===== src/pkg/cae_pkg.sv =====
package cae_pkg;
  localparam int DATA_W = 8;
  localparam int PC_W = 16;
  localparam int OFF_W = 12;
  localparam int WORD_K_W = 6;
  localparam logic [7:0] FLAGS_RST = 8'h00;
  localparam logic [15:0] PC_RST = 16'h0000;
  localparam logic [2:0] CNT_RST = 3'h0;
  // status flag bit positions
  localparam int FLAG_C = 0;
  localparam int FLAG_Z = 1;
  localparam int FLAG_N = 2;
  localparam int FLAG_V = 3;
  localparam int FLAG_S = 4;
  localparam int FLAG_H = 5;
  localparam int FLAG_T = 6;
  localparam int FLAG_I = 7;
  // cycle counts
  localparam logic [2:0] CYC_ALU = 3'h1;
  localparam logic [2:0] CYC_WORD = 3'h2;
  localparam logic [2:0] CYC_IND_JUMP = 3'h2;
  localparam logic [2:0] CYC_REL_CALL = 3'h3;
  localparam logic [2:0] CYC_IND_CALL = 3'h3;
  localparam logic [2:0] CYC_DIR_CALL = 3'h4;
  localparam logic [2:0] CYC_SKIP_NONE = 3'h1;
  localparam logic [2:0] CYC_SKIP_ONE = 3'h2;
  localparam logic [2:0] CYC_SKIP_TWO = 3'h3;
  localparam logic [2:0] CYC_BR_NOT = 3'h1;
  localparam logic [2:0] CYC_BR_TAKEN = 3'h2;
  // program counter steps
  localparam logic [1:0] PC_STEP_ONE = 2'h1;
  localparam logic [1:0] PC_STEP_TWO = 2'h2;
  localparam logic [1:0] PC_STEP_THREE = 2'h3;

  typedef enum logic [4:0] {
    OP_NONE, OP_ADD_REG, OP_ADD_CARRY, OP_ADD_IMMEDIATE_WORD, OP_SUB_REG,
    OP_SUBTRACT_IMMEDIATE, OP_SUBTRACT_WITH_CARRY, OP_SUBTRACT_CARRY_IMMEDIATE,
    OP_SUBTRACT_IMMEDIATE_WORD, OP_AND_REG, OP_AND_IMMEDIATE, OP_OR_REG, OP_OR_IMMEDIATE,
    OP_EXCLUSIVE_OR, OP_SET_BITS, OP_CLEAR_BITS, OP_TEST_VALUE, OP_INDIRECT_JUMP,
    OP_RELATIVE_CALL, OP_INDIRECT_CALL, OP_DIRECT_CALL, OP_COMPARE_SKIP_EQUAL,
    OP_COMPARE_IMMEDIATE, OP_SKIP_REG_BIT_CLEAR, OP_SKIP_REG_BIT_SET, OP_SKIP_IO_BIT_CLEAR,
    OP_SKIP_IO_BIT_SET, OP_BRANCH_FLAG_SET, OP_BRANCH_FLAG_CLEAR
  } cae_op_t;

  typedef enum logic [1:0] {ST_IDLE = 2'b00, ST_RUN = 2'b01} cae_state_t;

  // cycles an operation takes, given its condition and the size of the skipped word
  function automatic logic [2:0] cae_cycles(input cae_op_t op, input logic cond, input logic two_word);
    logic [2:0] c;
    c = CYC_ALU;
    case (op)
      OP_ADD_IMMEDIATE_WORD, OP_SUBTRACT_IMMEDIATE_WORD: c = CYC_WORD;
      OP_INDIRECT_JUMP: c = CYC_IND_JUMP;
      OP_RELATIVE_CALL: c = CYC_REL_CALL;
      OP_INDIRECT_CALL: c = CYC_IND_CALL;
      OP_DIRECT_CALL: c = CYC_DIR_CALL;
      OP_COMPARE_SKIP_EQUAL, OP_SKIP_REG_BIT_CLEAR, OP_SKIP_REG_BIT_SET,
      OP_SKIP_IO_BIT_CLEAR, OP_SKIP_IO_BIT_SET: c = !cond ? CYC_SKIP_NONE : (two_word ? CYC_SKIP_TWO : CYC_SKIP_ONE);
      OP_BRANCH_FLAG_SET, OP_BRANCH_FLAG_CLEAR: c = cond ? CYC_BR_TAKEN : CYC_BR_NOT;
      default: c = CYC_ALU;
    endcase
    return c;
  endfunction
endpackage


===== src/rtl/cae_core.sv =====
// Operation
// RULE1: add register, optional carry, one cycle
// RULE2: word add immediate, two cycles
// RULE3: word subtract immediate, two cycles
// RULE4: subtract register or constant, one cycle
// RULE5: subtract operand and carry, one cycle
// RULE6: logic ops keep carry, one cycle
// RULE7: set/clear bits via or/and-not
// RULE8: test ands register with itself
// RULE9: indirect jump from pointer, two cycles
// RULE10: relative call saves return, three cycles
// RULE11: indirect call saves return, three cycles
// RULE12: direct call absolute target, four cycles
// RULE13: equal compare skips next instruction
// RULE14: compare immediate sets flags, no store
// RULE15: register bit clear/set skip
// RULE16: io bit clear/set skip
// RULE17: flag branch adds offset plus one
// RULE18: skip 1/2/3 cycles, branch taken +1
`timescale 1ns/1ps
module cae_core #(
  parameter int PC_W = cae_pkg::PC_W,
  parameter int OFF_W = cae_pkg::OFF_W
) (
  input wire logic mclk_i,
  input wire logic rst_i,
  input wire logic issue_i,
  input wire cae_pkg::cae_op_t op_i,
  input wire logic [7:0] rd_val_i,
  input wire logic [7:0] rd_hi_i,
  input wire logic [7:0] source_register_i,
  input wire logic [7:0] imm_i,
  input wire logic [2:0] bit_sel_i,
  input wire logic [7:0] io_val_i,
  input wire logic [OFF_W-1:0] offset_i,
  input wire logic [PC_W-1:0] target_i,
  input wire logic [PC_W-1:0] zptr_i,
  input wire logic next_two_word_i,
  output logic busy_o,
  output logic done_o,
  output logic [7:0] res_lo_o,
  output logic [7:0] res_hi_o,
  output logic wr_lo_o,
  output logic wr_hi_o,
  output logic [7:0] status_flags_register_o,
  output logic [PC_W-1:0] pc_o,
  output logic push_o,
  output logic [PC_W-1:0] ret_addr_o
);
  import cae_pkg::*;

  cae_state_t st_q;
  logic [2:0] cnt_q;
  logic [7:0] p_lo_q, p_hi_q, p_flags_q;
  logic p_wlo_q, p_whi_q, p_push_q;
  logic [PC_W-1:0] p_pc_q, p_ret_q;

  // operand selection
  wire use_imm = op_i == OP_SUBTRACT_IMMEDIATE || op_i == OP_SUBTRACT_CARRY_IMMEDIATE ||
                 op_i == OP_AND_IMMEDIATE || op_i == OP_OR_IMMEDIATE || op_i == OP_SET_BITS ||
                 op_i == OP_CLEAR_BITS || op_i == OP_COMPARE_IMMEDIATE;
  wire use_cin = op_i == OP_ADD_CARRY || op_i == OP_SUBTRACT_WITH_CARRY ||
                 op_i == OP_SUBTRACT_CARRY_IMMEDIATE;
  wire [7:0] a = rd_val_i;
  wire [7:0] b = use_imm ? imm_i : source_register_i;
  wire cin = use_cin & status_flags_register_o[FLAG_C];
  wire [8:0] add9 = {1'b0, a} + {1'b0, b} + {8'h00, cin};
  wire [8:0] sub9 = {1'b0, a} - {1'b0, b} - {8'h00, cin};
  wire [15:0] wv = {rd_hi_i, rd_val_i};
  wire [15:0] kw = {10'h000, imm_i[WORD_K_W-1:0]};
  wire [16:0] wadd = {1'b0, wv} + {1'b0, kw};
  wire [16:0] wsub = {1'b0, wv} - {1'b0, kw};
  wire [15:0] word_diff = wsub[15:0];

  // condition sources
  wire bit_reg = source_register_i[bit_sel_i];
  wire bit_io = io_val_i[bit_sel_i];
  wire bit_flag = status_flags_register_o[bit_sel_i];
  wire [PC_W-1:0] off_x = {{(PC_W-OFF_W){offset_i[OFF_W-1]}}, offset_i};
  wire [PC_W-1:0] pc_1 = pc_o + PC_W'(PC_STEP_ONE);
  wire [PC_W-1:0] pc_2 = pc_o + PC_W'(PC_STEP_TWO);
  wire [PC_W-1:0] pc_3 = pc_o + PC_W'(PC_STEP_THREE);
  wire [PC_W-1:0] pc_rel = pc_1 + off_x;
  wire [PC_W-1:0] pc_skip = next_two_word_i ? pc_3 : pc_2;

  logic cond;
  logic [7:0] c_lo, c_hi, c_flags;
  logic c_wlo, c_whi, c_push;
  logic [PC_W-1:0] c_pc, c_ret;

  always_comb begin
    cond = 1'b0;
    c_lo = res_lo_o;
    c_hi = res_hi_o;
    c_flags = status_flags_register_o;
    c_wlo = 1'b0;
    c_whi = 1'b0;
    c_push = 1'b0;
    c_pc = pc_1;
    c_ret = pc_1;
    case (op_i)
      // RULE1: add with carry
      OP_ADD_REG, OP_ADD_CARRY: begin
        c_lo = add9[7:0];
        c_wlo = 1'b1;
        c_flags[FLAG_C] = add9[8];
        c_flags[FLAG_Z] = add9[7:0] == 8'h00;
        c_flags[FLAG_N] = add9[7];
        c_flags[FLAG_V] = (a[7] & b[7] & ~add9[7]) | (~a[7] & ~b[7] & add9[7]);
        c_flags[FLAG_H] = (a[3] & b[3]) | (b[3] & ~add9[3]) | (~add9[3] & a[3]);
      end
      // RULE4: subtract and store
      // RULE5: carry subtract keeps zero chain
      // RULE14: compare without store
      OP_SUB_REG, OP_SUBTRACT_IMMEDIATE, OP_SUBTRACT_WITH_CARRY, OP_SUBTRACT_CARRY_IMMEDIATE,
      OP_COMPARE_IMMEDIATE: begin
        c_lo = (op_i == OP_COMPARE_IMMEDIATE) ? res_lo_o : sub9[7:0];
        c_wlo = op_i != OP_COMPARE_IMMEDIATE;
        c_flags[FLAG_C] = sub9[8];
        c_flags[FLAG_Z] = (sub9[7:0] == 8'h00) & (~use_cin | status_flags_register_o[FLAG_Z]);
        c_flags[FLAG_N] = sub9[7];
        c_flags[FLAG_V] = (a[7] & ~b[7] & ~sub9[7]) | (~a[7] & b[7] & sub9[7]);
        c_flags[FLAG_H] = (~a[3] & b[3]) | (b[3] & sub9[3]) | (sub9[3] & ~a[3]);
      end
      // RULE2: word add
      OP_ADD_IMMEDIATE_WORD: begin
        c_lo = wadd[7:0];
        c_hi = wadd[15:8];
        c_wlo = 1'b1;
        c_whi = 1'b1;
        c_flags[FLAG_C] = wadd[16];
        c_flags[FLAG_Z] = wadd[15:0] == 16'h0000;
        c_flags[FLAG_N] = wadd[15];
        c_flags[FLAG_V] = ~rd_hi_i[7] & wadd[15];
        c_flags[FLAG_S] = wadd[15] ^ (~rd_hi_i[7] & wadd[15]);
      end
      // RULE3: word subtract
      OP_SUBTRACT_IMMEDIATE_WORD: begin
        c_lo = wsub[7:0];
        c_hi = wsub[15:8];
        c_wlo = 1'b1;
        c_whi = 1'b1;
        c_flags[FLAG_C] = wsub[16];
        c_flags[FLAG_Z] = wsub[15:0] == 16'h0000;
        c_flags[FLAG_N] = wsub[15];
        c_flags[FLAG_V] = rd_hi_i[7] & ~wsub[15];
        c_flags[FLAG_S] = wsub[15] ^ (rd_hi_i[7] & ~wsub[15]);
      end
      // RULE6: logic ops
      // RULE7: set and clear bits
      // RULE8: test value
      OP_AND_REG, OP_AND_IMMEDIATE, OP_OR_REG, OP_OR_IMMEDIATE, OP_EXCLUSIVE_OR,
      OP_SET_BITS, OP_CLEAR_BITS, OP_TEST_VALUE: begin
        if (op_i == OP_AND_REG || op_i == OP_AND_IMMEDIATE) begin
          c_lo = a & b;
        end else if (op_i == OP_CLEAR_BITS) begin
          c_lo = a & (8'hff - b);
        end else if (op_i == OP_EXCLUSIVE_OR) begin
          c_lo = a ^ b;
        end else if (op_i == OP_TEST_VALUE) begin
          c_lo = a & a;
        end else begin
          c_lo = a | b;
        end
        c_wlo = op_i != OP_TEST_VALUE;
        c_flags[FLAG_Z] = c_lo == 8'h00;
        c_flags[FLAG_N] = c_lo[7];
        c_flags[FLAG_V] = 1'b0;
      end
      // RULE9: indirect jump
      OP_INDIRECT_JUMP: c_pc = zptr_i;
      // RULE10: relative call
      OP_RELATIVE_CALL: begin
        c_pc = pc_rel;
        c_push = 1'b1;
      end
      // RULE11: indirect call
      OP_INDIRECT_CALL: begin
        c_pc = zptr_i;
        c_push = 1'b1;
      end
      // RULE12: direct call
      OP_DIRECT_CALL: begin
        c_pc = target_i;
        c_push = 1'b1;
        c_ret = pc_2;
      end
      // RULE13: equal compare skip
      OP_COMPARE_SKIP_EQUAL: begin
        cond = a == source_register_i;
        c_pc = cond ? pc_skip : pc_1;
      end
      // RULE15: register bit skip
      OP_SKIP_REG_BIT_CLEAR, OP_SKIP_REG_BIT_SET: begin
        cond = (op_i == OP_SKIP_REG_BIT_SET) ? bit_reg : ~bit_reg;
        c_pc = cond ? pc_skip : pc_1;
      end
      // RULE16: io bit skip
      OP_SKIP_IO_BIT_CLEAR, OP_SKIP_IO_BIT_SET: begin
        cond = (op_i == OP_SKIP_IO_BIT_SET) ? bit_io : ~bit_io;
        c_pc = cond ? pc_skip : pc_1;
      end
      // RULE17: flag branch
      OP_BRANCH_FLAG_SET, OP_BRANCH_FLAG_CLEAR: begin
        cond = (op_i == OP_BRANCH_FLAG_SET) ? bit_flag : ~bit_flag;
        c_pc = cond ? pc_rel : pc_1;
      end
      default: c_pc = pc_1;
    endcase
  end

  // RULE18: cycle count by condition
  wire [2:0] cyc = cae_cycles(op_i, cond, next_two_word_i);
  wire take = issue_i && st_q == ST_IDLE;
  wire take_one = take && cyc == CYC_ALU;
  wire take_multi = take && cyc != CYC_ALU;
  wire fin_multi = st_q == ST_RUN && cnt_q == 3'h1;
  wire commit = take_one | fin_multi;

  always_ff @(posedge mclk_i or posedge rst_i) begin
    if (rst_i) begin
      st_q <= ST_IDLE;
      cnt_q <= CNT_RST;
      busy_o <= 1'b0;
    end else if (take_multi) begin
      st_q <= ST_RUN;
      cnt_q <= cyc - 3'h1;
      busy_o <= 1'b1;
    end else if (st_q == ST_RUN) begin
      cnt_q <= cnt_q - 3'h1;
      if (fin_multi) begin
        st_q <= ST_IDLE;
        busy_o <= 1'b0;
      end
    end
  end

  always_ff @(posedge mclk_i or posedge rst_i) begin
    if (rst_i) begin
      p_lo_q <= 8'h00;
      p_hi_q <= 8'h00;
      p_flags_q <= FLAGS_RST;
      p_wlo_q <= 1'b0;
      p_whi_q <= 1'b0;
      p_push_q <= 1'b0;
      p_pc_q <= PC_W'(PC_RST);
      p_ret_q <= PC_W'(PC_RST);
    end else if (take_multi) begin
      p_lo_q <= c_lo;
      p_hi_q <= c_hi;
      p_flags_q <= c_flags;
      p_wlo_q <= c_wlo;
      p_whi_q <= c_whi;
      p_push_q <= c_push;
      p_pc_q <= c_pc;
      p_ret_q <= c_ret;
    end
  end

  always_ff @(posedge mclk_i or posedge rst_i) begin
    if (rst_i) begin
      done_o <= 1'b0;
      wr_lo_o <= 1'b0;
      wr_hi_o <= 1'b0;
      push_o <= 1'b0;
      res_lo_o <= 8'h00;
      res_hi_o <= 8'h00;
      status_flags_register_o <= FLAGS_RST;
      pc_o <= PC_W'(PC_RST);
      ret_addr_o <= PC_W'(PC_RST);
    end else begin
      done_o <= commit;
      wr_lo_o <= commit & (take_one ? c_wlo : p_wlo_q);
      wr_hi_o <= commit & (take_one ? c_whi : p_whi_q);
      push_o <= commit & (take_one ? c_push : p_push_q);
      if (commit) begin
        res_lo_o <= take_one ? c_lo : p_lo_q;
        res_hi_o <= take_one ? c_hi : p_hi_q;
        status_flags_register_o <= take_one ? c_flags : p_flags_q;
        pc_o <= take_one ? c_pc : p_pc_q;
        ret_addr_o <= take_one ? c_ret : p_ret_q;
      end
    end
  end
endmodule


===== config.mk =====
export PLATFORM = sky130hd
export DESIGN_NAME = cae_core
export DESIGN_NICKNAME = d
export VERILOG_FILES = /design/src/pkg/cae_pkg.sv /design/src/rtl/cae_core.sv
export SDC_FILE = /design/constraint.sdc
export NUM_CORES = 1
export LEC_CHECK = 0
export BUFFER_PORTS_ARGS = -buffer_cell sky130_fd_sc_hd__buf_4
export CORE_MARGIN = 5
export CORE_UTILIZATION = 40
export CTS_BUF_LIST = sky130_fd_sc_hd__clkbuf_8 sky130_fd_sc_hd__clkbuf_16
export DETAILED_ROUTE_END_ITERATION = 12
export GPL_TIMING_DRIVEN = 0
export SKIP_LAST_GASP = 1
export SLEW_MARGIN = 5
export SYNTH_ARGS = -nofsm -noshare
export SYNTH_HDL_FRONTEND = slang
export SYNTH_SLANG_ARGS = --single-unit

===== constraint.sdc =====
create_clock -name mclk_i -period 11 [get_ports mclk_i]
set_input_delay 1.1 -clock mclk_i [delete_from_list [all_inputs] [get_ports mclk_i]]
set_output_delay 1.1 -clock mclk_i [all_outputs]
set_load 0.01 [all_outputs]

==> metrics, run 1 <==
status=finished clean; drt wl/cell=~22 um; Post-CTS Resized=0; Core Area=27,100 um2; Net Sw Frac=0.4348; worst hold slack=0.4759 ns; Max VDD drop=0.1209 mV; CTS Sinks=roughly 120; Clk pwr share=0.209; Finished Cell Area=roughly 13,000 um2; number of flops mapped to enable cells by yosys=0; I/O Buffers=150; number of global-route vias before repair=10,970; Seq/Total Area, Yosys=0.2788; clk_skew=between 0.01 and 0.015 ns; Primary FF master, synth=dfrtp_1; Reg clk slew, reported paths=approximately 0.060 ns; nets=1,705; drt pass-1 iters=7; Rel. slew slack=0.1416; sequential share of power=0.301; FP Rows=60; number of top-level pins=157; DR vias/cell=slightly below 6; Cell variety after synth=86; clk buf depth=2; diode count=0; Comb power frac=0.490; mapped cell area=11,040 um2; CTS root buf=clkbuf_16; First DRT Iteration DRCs=1,105; worst hold path class=register to register; f_max=165.0 MHz; die area=between 30,000 and 40,000 um2; first-pass GRT wire length=62,960 um; setup TNS=0 ns; detailed placer's ending HPWL=32,570 um; Net Switching=1.147 mW; Pleak=5.779 nW; unrepaired setup endpoints after global routing=no; yosys warns=0; Worst Path Arrival=~6.4 ns; Skew-Pair Late Insertion Delay=0.42 ns; Async SR Flop Fraction=1.000; Int Power=1.491 mW; number of synthesized register bits=~120; Worst EP required=11.32 ns; pin count of the biggest net entering global routing=between 80 and 90; layout cells sized above 1=0.1580; worst slew pin tran=1.278 ns; setup violators final=0; Power Total=2.638 mW; Final Core Density=0.4886; critical path endpoint category=register; Max Slew Vio Count=0; Die W=176.1 um; Area Overhead vs Synth=19.93%; initial antenna violation count=0; dpl ws=4.685 ns; fin cells=1,910; dpl cells=1,878; fin crit share=0.5511; max_cap viols=0; dpl cell area=12,670 um2; cts hold-fix bufs=0; gr usage total=0.2584; worst setup path category=input port to register; Initial Util=0.4074; Avg Cell Area, Syn=just over 8 um2; DRC Markers=0; Post-CTS Setup Bufs=0; Worst Slack Setup Final=approximately 4.9 ns; CTS tree=yes; H-tree Lvls=4; Crit Path Max Fanout=6; Die H=176.1 um; Mapped Cells=between 1,000 and 1,500; total grt overflow=0; Inserted Clock Buffers=17; Worst setup SP type=input port; final hold vios=0; aggregate routed wire length=41,260 um; pwr/cell area=199.2 nW/um2; Final ANT Viol Nets=0; Vias=about 11,000; crit path time final=6.062 ns; Mapped Nets=1,535; placer congestion estimate=0.9990
## sequential cells by signal (all words and copies together), names as in the netlist, 3 cells and up
name                     flops
p_pc_q                      16
p_hi_q                       8
pc_o                        16
status_flags_register_o      8
res_hi_o                     8
ret_addr_o                  16
res_lo_o                     8
p_flags_q                    8
p_lo_q                       8
cnt_q                        3
p_ret_q                     16
## critical path: stages
cell       delay (ns)
buf_4            0.13
nand2b_1         0.21
nor2_1           0.56
nor3_4           0.16
a21oi_1          0.49
inv_1            0.22
ha_1             0.42
inv_1            0.09
ha_1             0.35
nor3_1           0.07
a211oi_1         0.52
mux2i_1          0.26
o2111ai_1        0.29
or4_1            0.58
o311ai_0         0.22
a41oi_1          0.24
a221o_1          0.39
o311ai_1         0.08
## metal layers
metal / up-vias / track usage / share of wire
li1: 5287 / - / -
met1: 5497 / 0.3765 / 0.46
met2: 518 / 0.3908 / 0.43
met3: 61 / 0.05268 / 0.087
met4: 0 / 0.06790 / 0.021
met5: - / 0 / 0
## kinds of logic (layout without fill, tap and decap cells)
| group | count (synthesis) | count (layout) | synth area share |
|---|---|---|---|
| AOI/OAI and AO/OA | 448 | 448 | 0.2749 |
| xor gates and xnor gates | 87 | 87 | 0.06901 |
| adders and majority gates | 84 | 84 | 0.09994 |
| buffers and inverters | 160 | 343 | 0.05847 |
| DFF | 123 | 123 | 0.2788 |
| muxes | 28 | 28 | 0.03365 |
| and+or+nand+nor | 425 | 425 | 0.1853 |
## cells in the mapped netlist (7+ instances only)
library cell	count	area share
o211ai_1	11	0.0075
inv_1	73	0.025
o21ai_1	7	0.0032
xnor2_1	57	0.045
mux2_2	7	0.0071
mux2i_1	13	0.012
nor2_1	114	0.039
a31oi_1	8	0.0045
nand4_1	14	0.0079
nand3b_1	9	0.0061
a22oi_1	59	0.040
a21o_1	19	0.013
and2_1	10	0.0057
dfrtp_1	123	0.28
nand3_1	30	0.014
o21ai_0	136	0.062
nor2b_1	13	0.0074
nor3b_1	7	0.0048
a211oi_1	15	0.010
buf_2	15	0.0068
clkbuf_1	63	0.021
a21oi_1	68	0.031
fa_1	7	0.013
ha_1	77	0.087
o22ai_1	8	0.0045
xor2_1	30	0.024
nor3_1	27	0.012
o31ai_1	13	0.0088
or3_1	10	0.0057
a221oi_1	18	0.014
nand2_1	139	0.047
a221o_1	11	0.010
nand2b_1	16	0.0091
o21a_1	7	0.0048
## placed cells by master, fill, tap and decap left out, drive strengths merged, types with 10 or more instances in the layout
| cell type | instances |
|---|---|
| and2 | 10 |
| dfrtp | 123 |
| nand4 | 14 |
| nand2 | 139 |
| a22oi | 59 |
| o21ai | 143 |
| mux2i | 15 |
| o31ai | 13 |
| xor2 | 30 |
| nor3 | 29 |
| a221o | 11 |
| or3 | 10 |
| a21oi | 69 |
| nand3 | 30 |
| ha | 77 |
| a221oi | 24 |
| nor2b | 13 |
| o211ai | 12 |
| inv | 80 |
| nor2 | 115 |
| xnor2 | 57 |
| clkbuf | 81 |
| nand2b | 16 |
| a21o | 19 |
| buf | 175 |
| a211oi | 16 |
## power groups by stage
stage | combinational [mW] | sequential [mW] | clock, mW
finish | 1.29 | 0.793 | 0.553
global route | 1.42 | 0.815 | 0.578
CTS | 1.28 | 0.790 | 0.556
detailed placement | 1.27 | 0.795 | 0
global placement | 1.25 | 0.793 | 0
floorplan | 0.794 | 0.780 | 0
## worst paths after layout
check	startpoint	end	slack, ns	cells after the start
max	op_i[0]	status_flags_register_o[1]	4.94	18
min	p_flags_q[7]	status_flags_register_o[7]	0.48	2
max reg2reg	status_flags_register_o[2]	pc_o[1]	6.51	13
min reg2reg	p_flags_q[7]	status_flags_register_o[7]	0.48	2
max in group asynchronous	rst_i	res_hi_o[0]	9.58	3
min in group asynchronous	rst_i	wr_lo_o	0.67	2
## final cells by class
cell class / count / area (um2)
Timing Repair Buffer: 151 / 1154
Clock buffer: 18 / 439.2
Fill cell: 2708 / 13860
Sequential cell: 123 / 3078
Buffer: 87 / 371.6
Tap cell: 372 / 465.4
Clock inverter: 14 / 137.6
Multi-Input combinational cell: 1072 / 7318
Inverter: 73 / 279.0
Note: power is estimated with default switching activity, not from simulation.
==> run 2: changes to the inputs <==
Settings changed: ABC_AREA from default to 1.
Clock period 11 ns to 5.41 ns, I/O delays scaled along.
==> metrics, run 2 <==
pin count of the biggest net entering global routing=77 (was 88); Reg clk slew, reported paths=0.05 ns (was 0.06 ns); Avg Cell Area, Syn=6.430 um2 (was 8.149 um2); number of global-route vias before repair=12,510 (was 10,970); DR vias/cell=5.438 (was 5.949); max_cap viols=0 (unchanged); most frequent cells in the layout=nand2_1 (573), inv_1 (251), buf_4 (159), o21ai_0 (144), nand3_1 (131) (was buf_4 (155), nand2_1 (139), o21ai_0 (136), dfrtp_1 (123), nor2_1 (114)); crit path time final=4.964 ns; Rel. slew slack=0.3712 (was 0.1416); Core Area=28,940 um2 (was 27,100 um2); Max VDD drop=0.1972 mV (was 0.1209 mV); dpl cells=2,376 (was 1,878); fin crit share=0.9175; Primary FF master, synth=dfrtp_1 (unchanged); post-synth top area share=0.2607 (was 0.2788); setup TNS=0 ns (unchanged); number of top-level pins=157 (unchanged); number of flops mapped to enable cells by yosys=0 (unchanged); die area=33,050 um2 (was 31,030 um2); Skew-Pair Late Insertion Delay=0.42 ns (about the same); Async SR Flop Fraction=1.000 (unchanged); Die H=181.8 um (was 176.1 um); Worst path slowest cell=o21ai_0 (was or4_1); Cell variety after synth=49 (was 86); Inserted Clock Buffers=17 (unchanged); post-synth top area cell=dfrtp_1 (unchanged); most common cell after layout, fill and taps aside=nand2_1 (was buf_4); Post-CTS Resized=0 (unchanged); Worst path top cell family by delay=simple AND/OR/NAND/NOR gates (was compound AO/OA/AOI/OAI gates); Max Slew Vio Count=0 (unchanged); number of synthesized register bits=123 (unchanged); Post-CTS Setup Bufs=0 (unchanged); final hold vios=0 (unchanged); First DRT Iteration DRCs=1,302 (was 1,105); mapped cell area=11,810 um2 (was 11,040 um2); unrepaired setup endpoints after global routing=no (unchanged); count leader, synth=nand2_1 (unchanged); main combinational cell family by area after synthesis=simple AND/OR/NAND/NOR gates (was compound AO/OA/AOI/OAI gates); mux cell area share after synthesis=0 (was 0.03365); diode count=0 (unchanged); H-tree Lvls=4 (unchanged); Initial Util=0.4080 (was 0.4074); Power Total=5.749 mW (was 2.638 mW); gr usage total=0.2731 (was 0.2584); nets=2,191 (was 1,705); drt pass-1 iters=5 (was 7); fin cells=2,407 (was 1,910); clk_skew=0.01211 ns (was 0.01366 ns); drt wl/cell=19.17 um (was 21.60 um); Final Core Density=0.4862 (was 0.4886); post-synthesis adder-cell area fraction=0.09348 (was 0.09994); pwr/cell area=408.6 nW/um2 (was 199.2 nW/um2); total grt overflow=0 (unchanged); Synth Area in Simple Gates=0.3181 (was 0.1853); CTS Sinks=123 (unchanged); Area Overhead vs Synth=19.18% (was 19.93%); Synth Area in Compound Gates=0.1693 (was 0.2749); I/O Buffers=155 (was 150); worst slew pin tran=0.9334 ns (was 1.278 ns); FP Rows=62 (was 60); Area contributors post-synth=dfrtp_1 (26%), nand2_1 (18%), ha_1 (8.2%), inv_1 (7.8%), o21ai_0 (6.1%) (was dfrtp_1 (28%), ha_1 (8.7%), o21ai_0 (6.2%), nand2_1 (4.7%), xnor2_1 (4.5%)); Final ANT Viol Nets=0 (unchanged); Mapped Nets=2,016 (was 1,535); dpl cell area=13,480 um2 (was 12,670 um2); Buf+Inv Stages, Crit Path=5 (was 3); crit-path cells=buf_4 -> inv_1 -> buf_2 -> nand2_1 -> nor2_1 -> nor2_1 -> nand2_1 -> clkbuf_1 -> o21ai_0 -> inv_1 -> ha_1 -> a21oi_1 -> o21ai_0 -> fa_1 -> nor3_1 -> nand3_1 -> nor2_1 -> nand2_1 -> nand3_1 -> a21oi_1 -> nand3_1 -> nand3_1 -> nand2_1 (was buf_4 -> nand2b_1 -> nor2_1 -> nor3_4 -> a21oi_1 -> inv_1 -> ha_1 -> inv_1 -> ha_1 -> nor3_1 -> a211oi_1 -> mux2i_1 -> o2111ai_1 -> or4_1 -> o311ai_0 -> a41oi_1 -> a221o_1 -> o311ai_1); Slowest Stage Delay on Critical Path=0.78 ns (was 0.58 ns); xor/xnor share of the synthesized area=0.05193 (was 0.06901); f_max=about 200 MHz; Die W=181.8 um (was 176.1 um); clk buf depth=2 (unchanged); Seq/Total Area, Yosys=0.2607 (was 0.2788); setup violators final=0 (unchanged); first-pass GRT wire length=71,140 um (was 62,960 um); CTS tree=yes (unchanged); Mapped Cells=1,836 (was 1,355); placer congestion estimate=0.9551 (was 0.9990); status=finished clean (unchanged); critical path endpoint category=register (unchanged); Worst Slack Setup Final=0.4464 ns (was 4.938 ns); cts hold-fix bufs=0 (unchanged); detailed placer's ending HPWL=37,130 um (was 32,570 um); worst setup path category=input port to register (unchanged); worst hold slack=0.1467 ns (was 0.4759 ns); Worst EP required=5.71 ns (was 11.32 ns); Post-synth top cells=nand2_1 (573), inv_1 (246), o21ai_0 (144) (was nand2_1 (139), o21ai_0 (136), dfrtp_1 (123)); Vias=13,090 (was 11,360); dpl ws=0.2051 ns (was 4.685 ns); fillers=3,058 (was 2,708); layout cells sized above 1=0.1211 (was 0.1580); DRC Markers=0 (unchanged); Pleak=7.301 nW (was 5.779 nW); Finished Cell Area=14,070 um2 (was 13,240 um2); Crit Path Max Fanout=10 (was 6); CTS root buf=clkbuf_16 (unchanged); worst hold path class=input port to async pin (was register to register); yosys warns=0 (unchanged); initial antenna violation count=0 (unchanged); Worst setup SP type=input port (unchanged); aggregate routed wire length=46,140 um (was 41,260 um); Worst Path Arrival=5.26 ns (was 6.38 ns)
[run 2: cell type report]
| cell class | instances | area (um2) | share of cell area |
|---|---|---|---|
| Clock buffer | 19 | 452.9 | 0.03219 |
| Sequential cell | 123 | 3078 | 0.2188 |
| Timing Repair Buffer | 156 | 1191 | 0.08466 |
| Inverter | 262 | 988.4 | 0.07025 |
| Buffer | 63 | 274.0 | 0.01948 |
| Multi-Input combinational cell | 1388 | 7470 | 0.5309 |
| Tap cell | 384 | 480.5 | 0.03415 |
| Clock inverter | 12 | 135.1 | 0.009604 |
[run 2: per-layer routing]
layer,vias up,part of all wire,GRT usage
met1,6203,0.48,0.4152
met3,45,0.084,0.05362
li1,6307,-,-
met5,-,0,0
met4,0,0.012,0.05344
met2,535,0.42,0.4024
[run 2: logic make-up (layout without fill, tap and decap cells)]
kind of cell	after synthesis	count (layout)
simple gates	901	901
flops	123	123
fa+ha+maj	84	84
compound gates	333	333
xor+xnor	70	70
buf+inv	325	512
[run 2: worst paths after layout]
path | slack [ns] | to | depth (start not counted) | from
worst min-delay path | 0.15 | ret_addr_o[7] | 2 | rst_i
min in group mclk_i | 0.48 | p_lo_q[6] | 2 | p_lo_q[6]
worst min register to register | 0.48 | p_lo_q[6] | 2 | p_lo_q[6]
worst max register to register | 1.70 | pc_o[11] | 15 | pc_o[2]
worst max-delay path | 0.45 | status_flags_register_o[1] | 23 | op_i[4]
max in group asynchronous | 4.53 | p_flags_q[6] | 3 | rst_i
[run 2: power by group]
| part | switching (mW) | internal (mW) |
|---|---|---|
| sequential | 0.329 | 1.30 |
| combinational | 1.92 | 1.07 |
| clock | 0.400 | 0.736 |
[run 2: worst reg2reg max path, delay by kind of cell, from the launching register on]
kind / cells / cell delay [ns]
buffers and inverters: 1 / 0.07
adders and majority gates: 2 / 0.69
and+or+nand+nor: 6 / 0.63
xor gates and xnor gates: 2 / 0.34
DFF: 1 / 0.52
AOI/OAI and AO/OA: 4 / 1.40
==> run 3: changes to the inputs <==
Settings changed: CTS_BUF_LIST sky130_fd_sc_hd__clkbuf_8 sky130_fd_sc_hd__clkbuf_16 to sky130_fd_sc_hd__clkbuf_8.
==> metrics, run 3 (synthesis gave the netlist of run 2 again) <==
crit path time final=4.927 ns (was 4.964 ns); CTS Sinks=123 (unchanged); Pleak=7.214 nW (was 7.301 nW); layout cells sized above 1=0.1211 (unchanged); clk buf depth=2 (unchanged); number of top-level pins=157 (unchanged); Slowest Stage Delay on Critical Path=0.76 ns (was 0.78 ns); Max Slew Vio Count=0 (unchanged); Skew-Pair Late Insertion Delay=0.44 ns (was 0.42 ns); setup TNS=0 ns (unchanged); placer congestion estimate=0.9551 (unchanged); number of global-route vias before repair=12,450 (was 12,510); dpl ws=0.2051 ns (unchanged); cts hold-fix bufs=0 (unchanged); I/O Buffers=155 (unchanged); worst setup path category=input port to register (unchanged); Max VDD drop=0.1692 mV (was 0.1972 mV); gr usage total=0.2716 (was 0.2731); Reg clk slew, reported paths=0.07 ns (was 0.05 ns); worst hold path class=input port to async pin (unchanged); detailed placer's ending HPWL=37,130 um (unchanged); Crit Path Max Fanout=10 (unchanged); max_cap viols=0 (unchanged); nets=2,191 (unchanged); DR vias/cell=5.425 (was 5.438); most frequent cells in the layout=nand2_1 (573), inv_1 (251), buf_4 (159), o21ai_0 (144), nand3_1 (131) (unchanged); critical path endpoint category=register (unchanged); clk_skew=0.01346 ns (was 0.01211 ns); total grt overflow=0 (unchanged); CTS tree=yes (unchanged); f_max=202.9 MHz (was 201.5 MHz); Vias=13,060 (was 13,090); most common cell after layout, fill and taps aside=nand2_1 (unchanged); pin count of the biggest net entering global routing=77 (unchanged); Rel. slew slack=0.3870 (was 0.3712); First DRT Iteration DRCs=1,204 (was 1,302); aggregate routed wire length=46,060 um (was 46,140 um); Final ANT Viol Nets=0 (unchanged); Inserted Clock Buffers=17 (unchanged); Worst Path Arrival=5.29 ns (was 5.26 ns); Initial Util=0.4080 (unchanged); die area=33,050 um2 (unchanged); unrepaired setup endpoints after global routing=no (unchanged); Worst EP required=5.78 ns (was 5.71 ns); DRC Markers=0 (unchanged); Die W=181.8 um (unchanged); Post-CTS Resized=0 (unchanged); fin crit share=0.9108 (was 0.9175); crit-path cells=buf_4 -> inv_1 -> buf_2 -> nand2_1 -> nor2_1 -> nor2_1 -> nand2_1 -> clkbuf_1 -> o21ai_0 -> inv_1 -> ha_1 -> a21oi_1 -> o21ai_0 -> fa_1 -> nor3_1 -> nand3_1 -> nor2_1 -> nand2_1 -> nand3_1 -> a21oi_1 -> nand3_1 -> nand3_1 -> nand2_1 (unchanged); FP Rows=62 (unchanged); pwr/cell area=391.4 nW/um2 (was 408.6 nW/um2); Area Overhead vs Synth=17.56% (was 19.18%); Die H=181.8 um (unchanged); Worst path slowest cell=o21ai_0 (unchanged); initial antenna violation count=0 (unchanged); CTS root buf=clkbuf_8 (was clkbuf_16); drt wl/cell=19.14 um (was 19.17 um); setup violators final=0 (unchanged); Worst setup SP type=input port (unchanged); diode count=0 (unchanged); H-tree Lvls=4 (unchanged); status=finished clean (unchanged); Worst Slack Setup Final=0.4826 ns (was 0.4464 ns); first-pass GRT wire length=70,920 um (was 71,140 um); drt pass-1 iters=5 (unchanged); worst slew pin tran=0.9098 ns (was 0.9334 ns); Post-CTS Setup Bufs=0 (unchanged); final hold vios=0 (unchanged); Core Area=28,940 um2 (unchanged)
-- run 3: layout make-up --
cell class / count / area (um2)
plain buffers: 63 / 274.0
clock buffers: 19 / 261.5
clock inverters: 12 / 135.1
fillers: 3087 / 15060
inverters: 262 / 988.4
multi-input cells: 1388 / 7470
flip-flops and latches: 123 / 3078
well taps: 384 / 480.5
repair buffers: 156 / 1191
-- run 3: routing by layer --
layer  track usage  up-vias  wire length (um)
met5             0        -                 0
met4       0.04893        0               595
met3       0.05122       46              4004
met2        0.4032      557             19360
met1        0.4135     6157             22100
li1              -     6298                 -
-- run 3: worst paths after layout --
check                           slack (ns)  cells after the start                         end  startpoint
worst min register to register        0.48                      2                   p_lo_q[6]   p_lo_q[6]
worst max-delay path                  0.48                     23  status_flags_register_o[1]     op_i[4]
worst min-delay path                  0.13                      2                      done_o       rst_i
worst max register to register        1.74                     15                    pc_o[11]     pc_o[2]
max in group asynchronous             4.55                      3                p_flags_q[1]       rst_i
min in group mclk_i                   0.48                      2                   p_lo_q[6]   p_lo_q[6]
-- run 3: worst max-delay path: cells and delay by family --
family,cells,cell delay [ns]
AND/OR/NAND/NOR,12,1.65
AO/OA/AOI/OAI,4,1.21
adder cells (fa/ha/maj),2,0.98
buffers and inverters,5,0.91
-- run 3: metrics by stage --
step	util	cells	cell area [um2]	total power [mW]	hold WS, ns
final	0.4796	2407	13880	5.433	0.1328
after global routing	0.4796	2407	13880	5.859	0.1517
after CTS	0.4796	2407	13880	5.414	0.1272
after detailed placement	0.4659	2376	13480	4.572	0.4654
after global placement	0.4648	2375	13450	4.538	0.4621
after floorplan	-	1836	11810	3.368	0.4492
-- run 3: where the power goes --
group | internal, mW | total [mW] | leakage, nW | switching [mW]
logic | 1.07 | 2.98 | 5.39 | 1.91
clock network | 0.468 | 0.829 | 0.223 | 0.361
registers | 1.29 | 1.62 | 1.60 | 0.326
total | 2.83 | 5.43 | 7.21 | 2.60
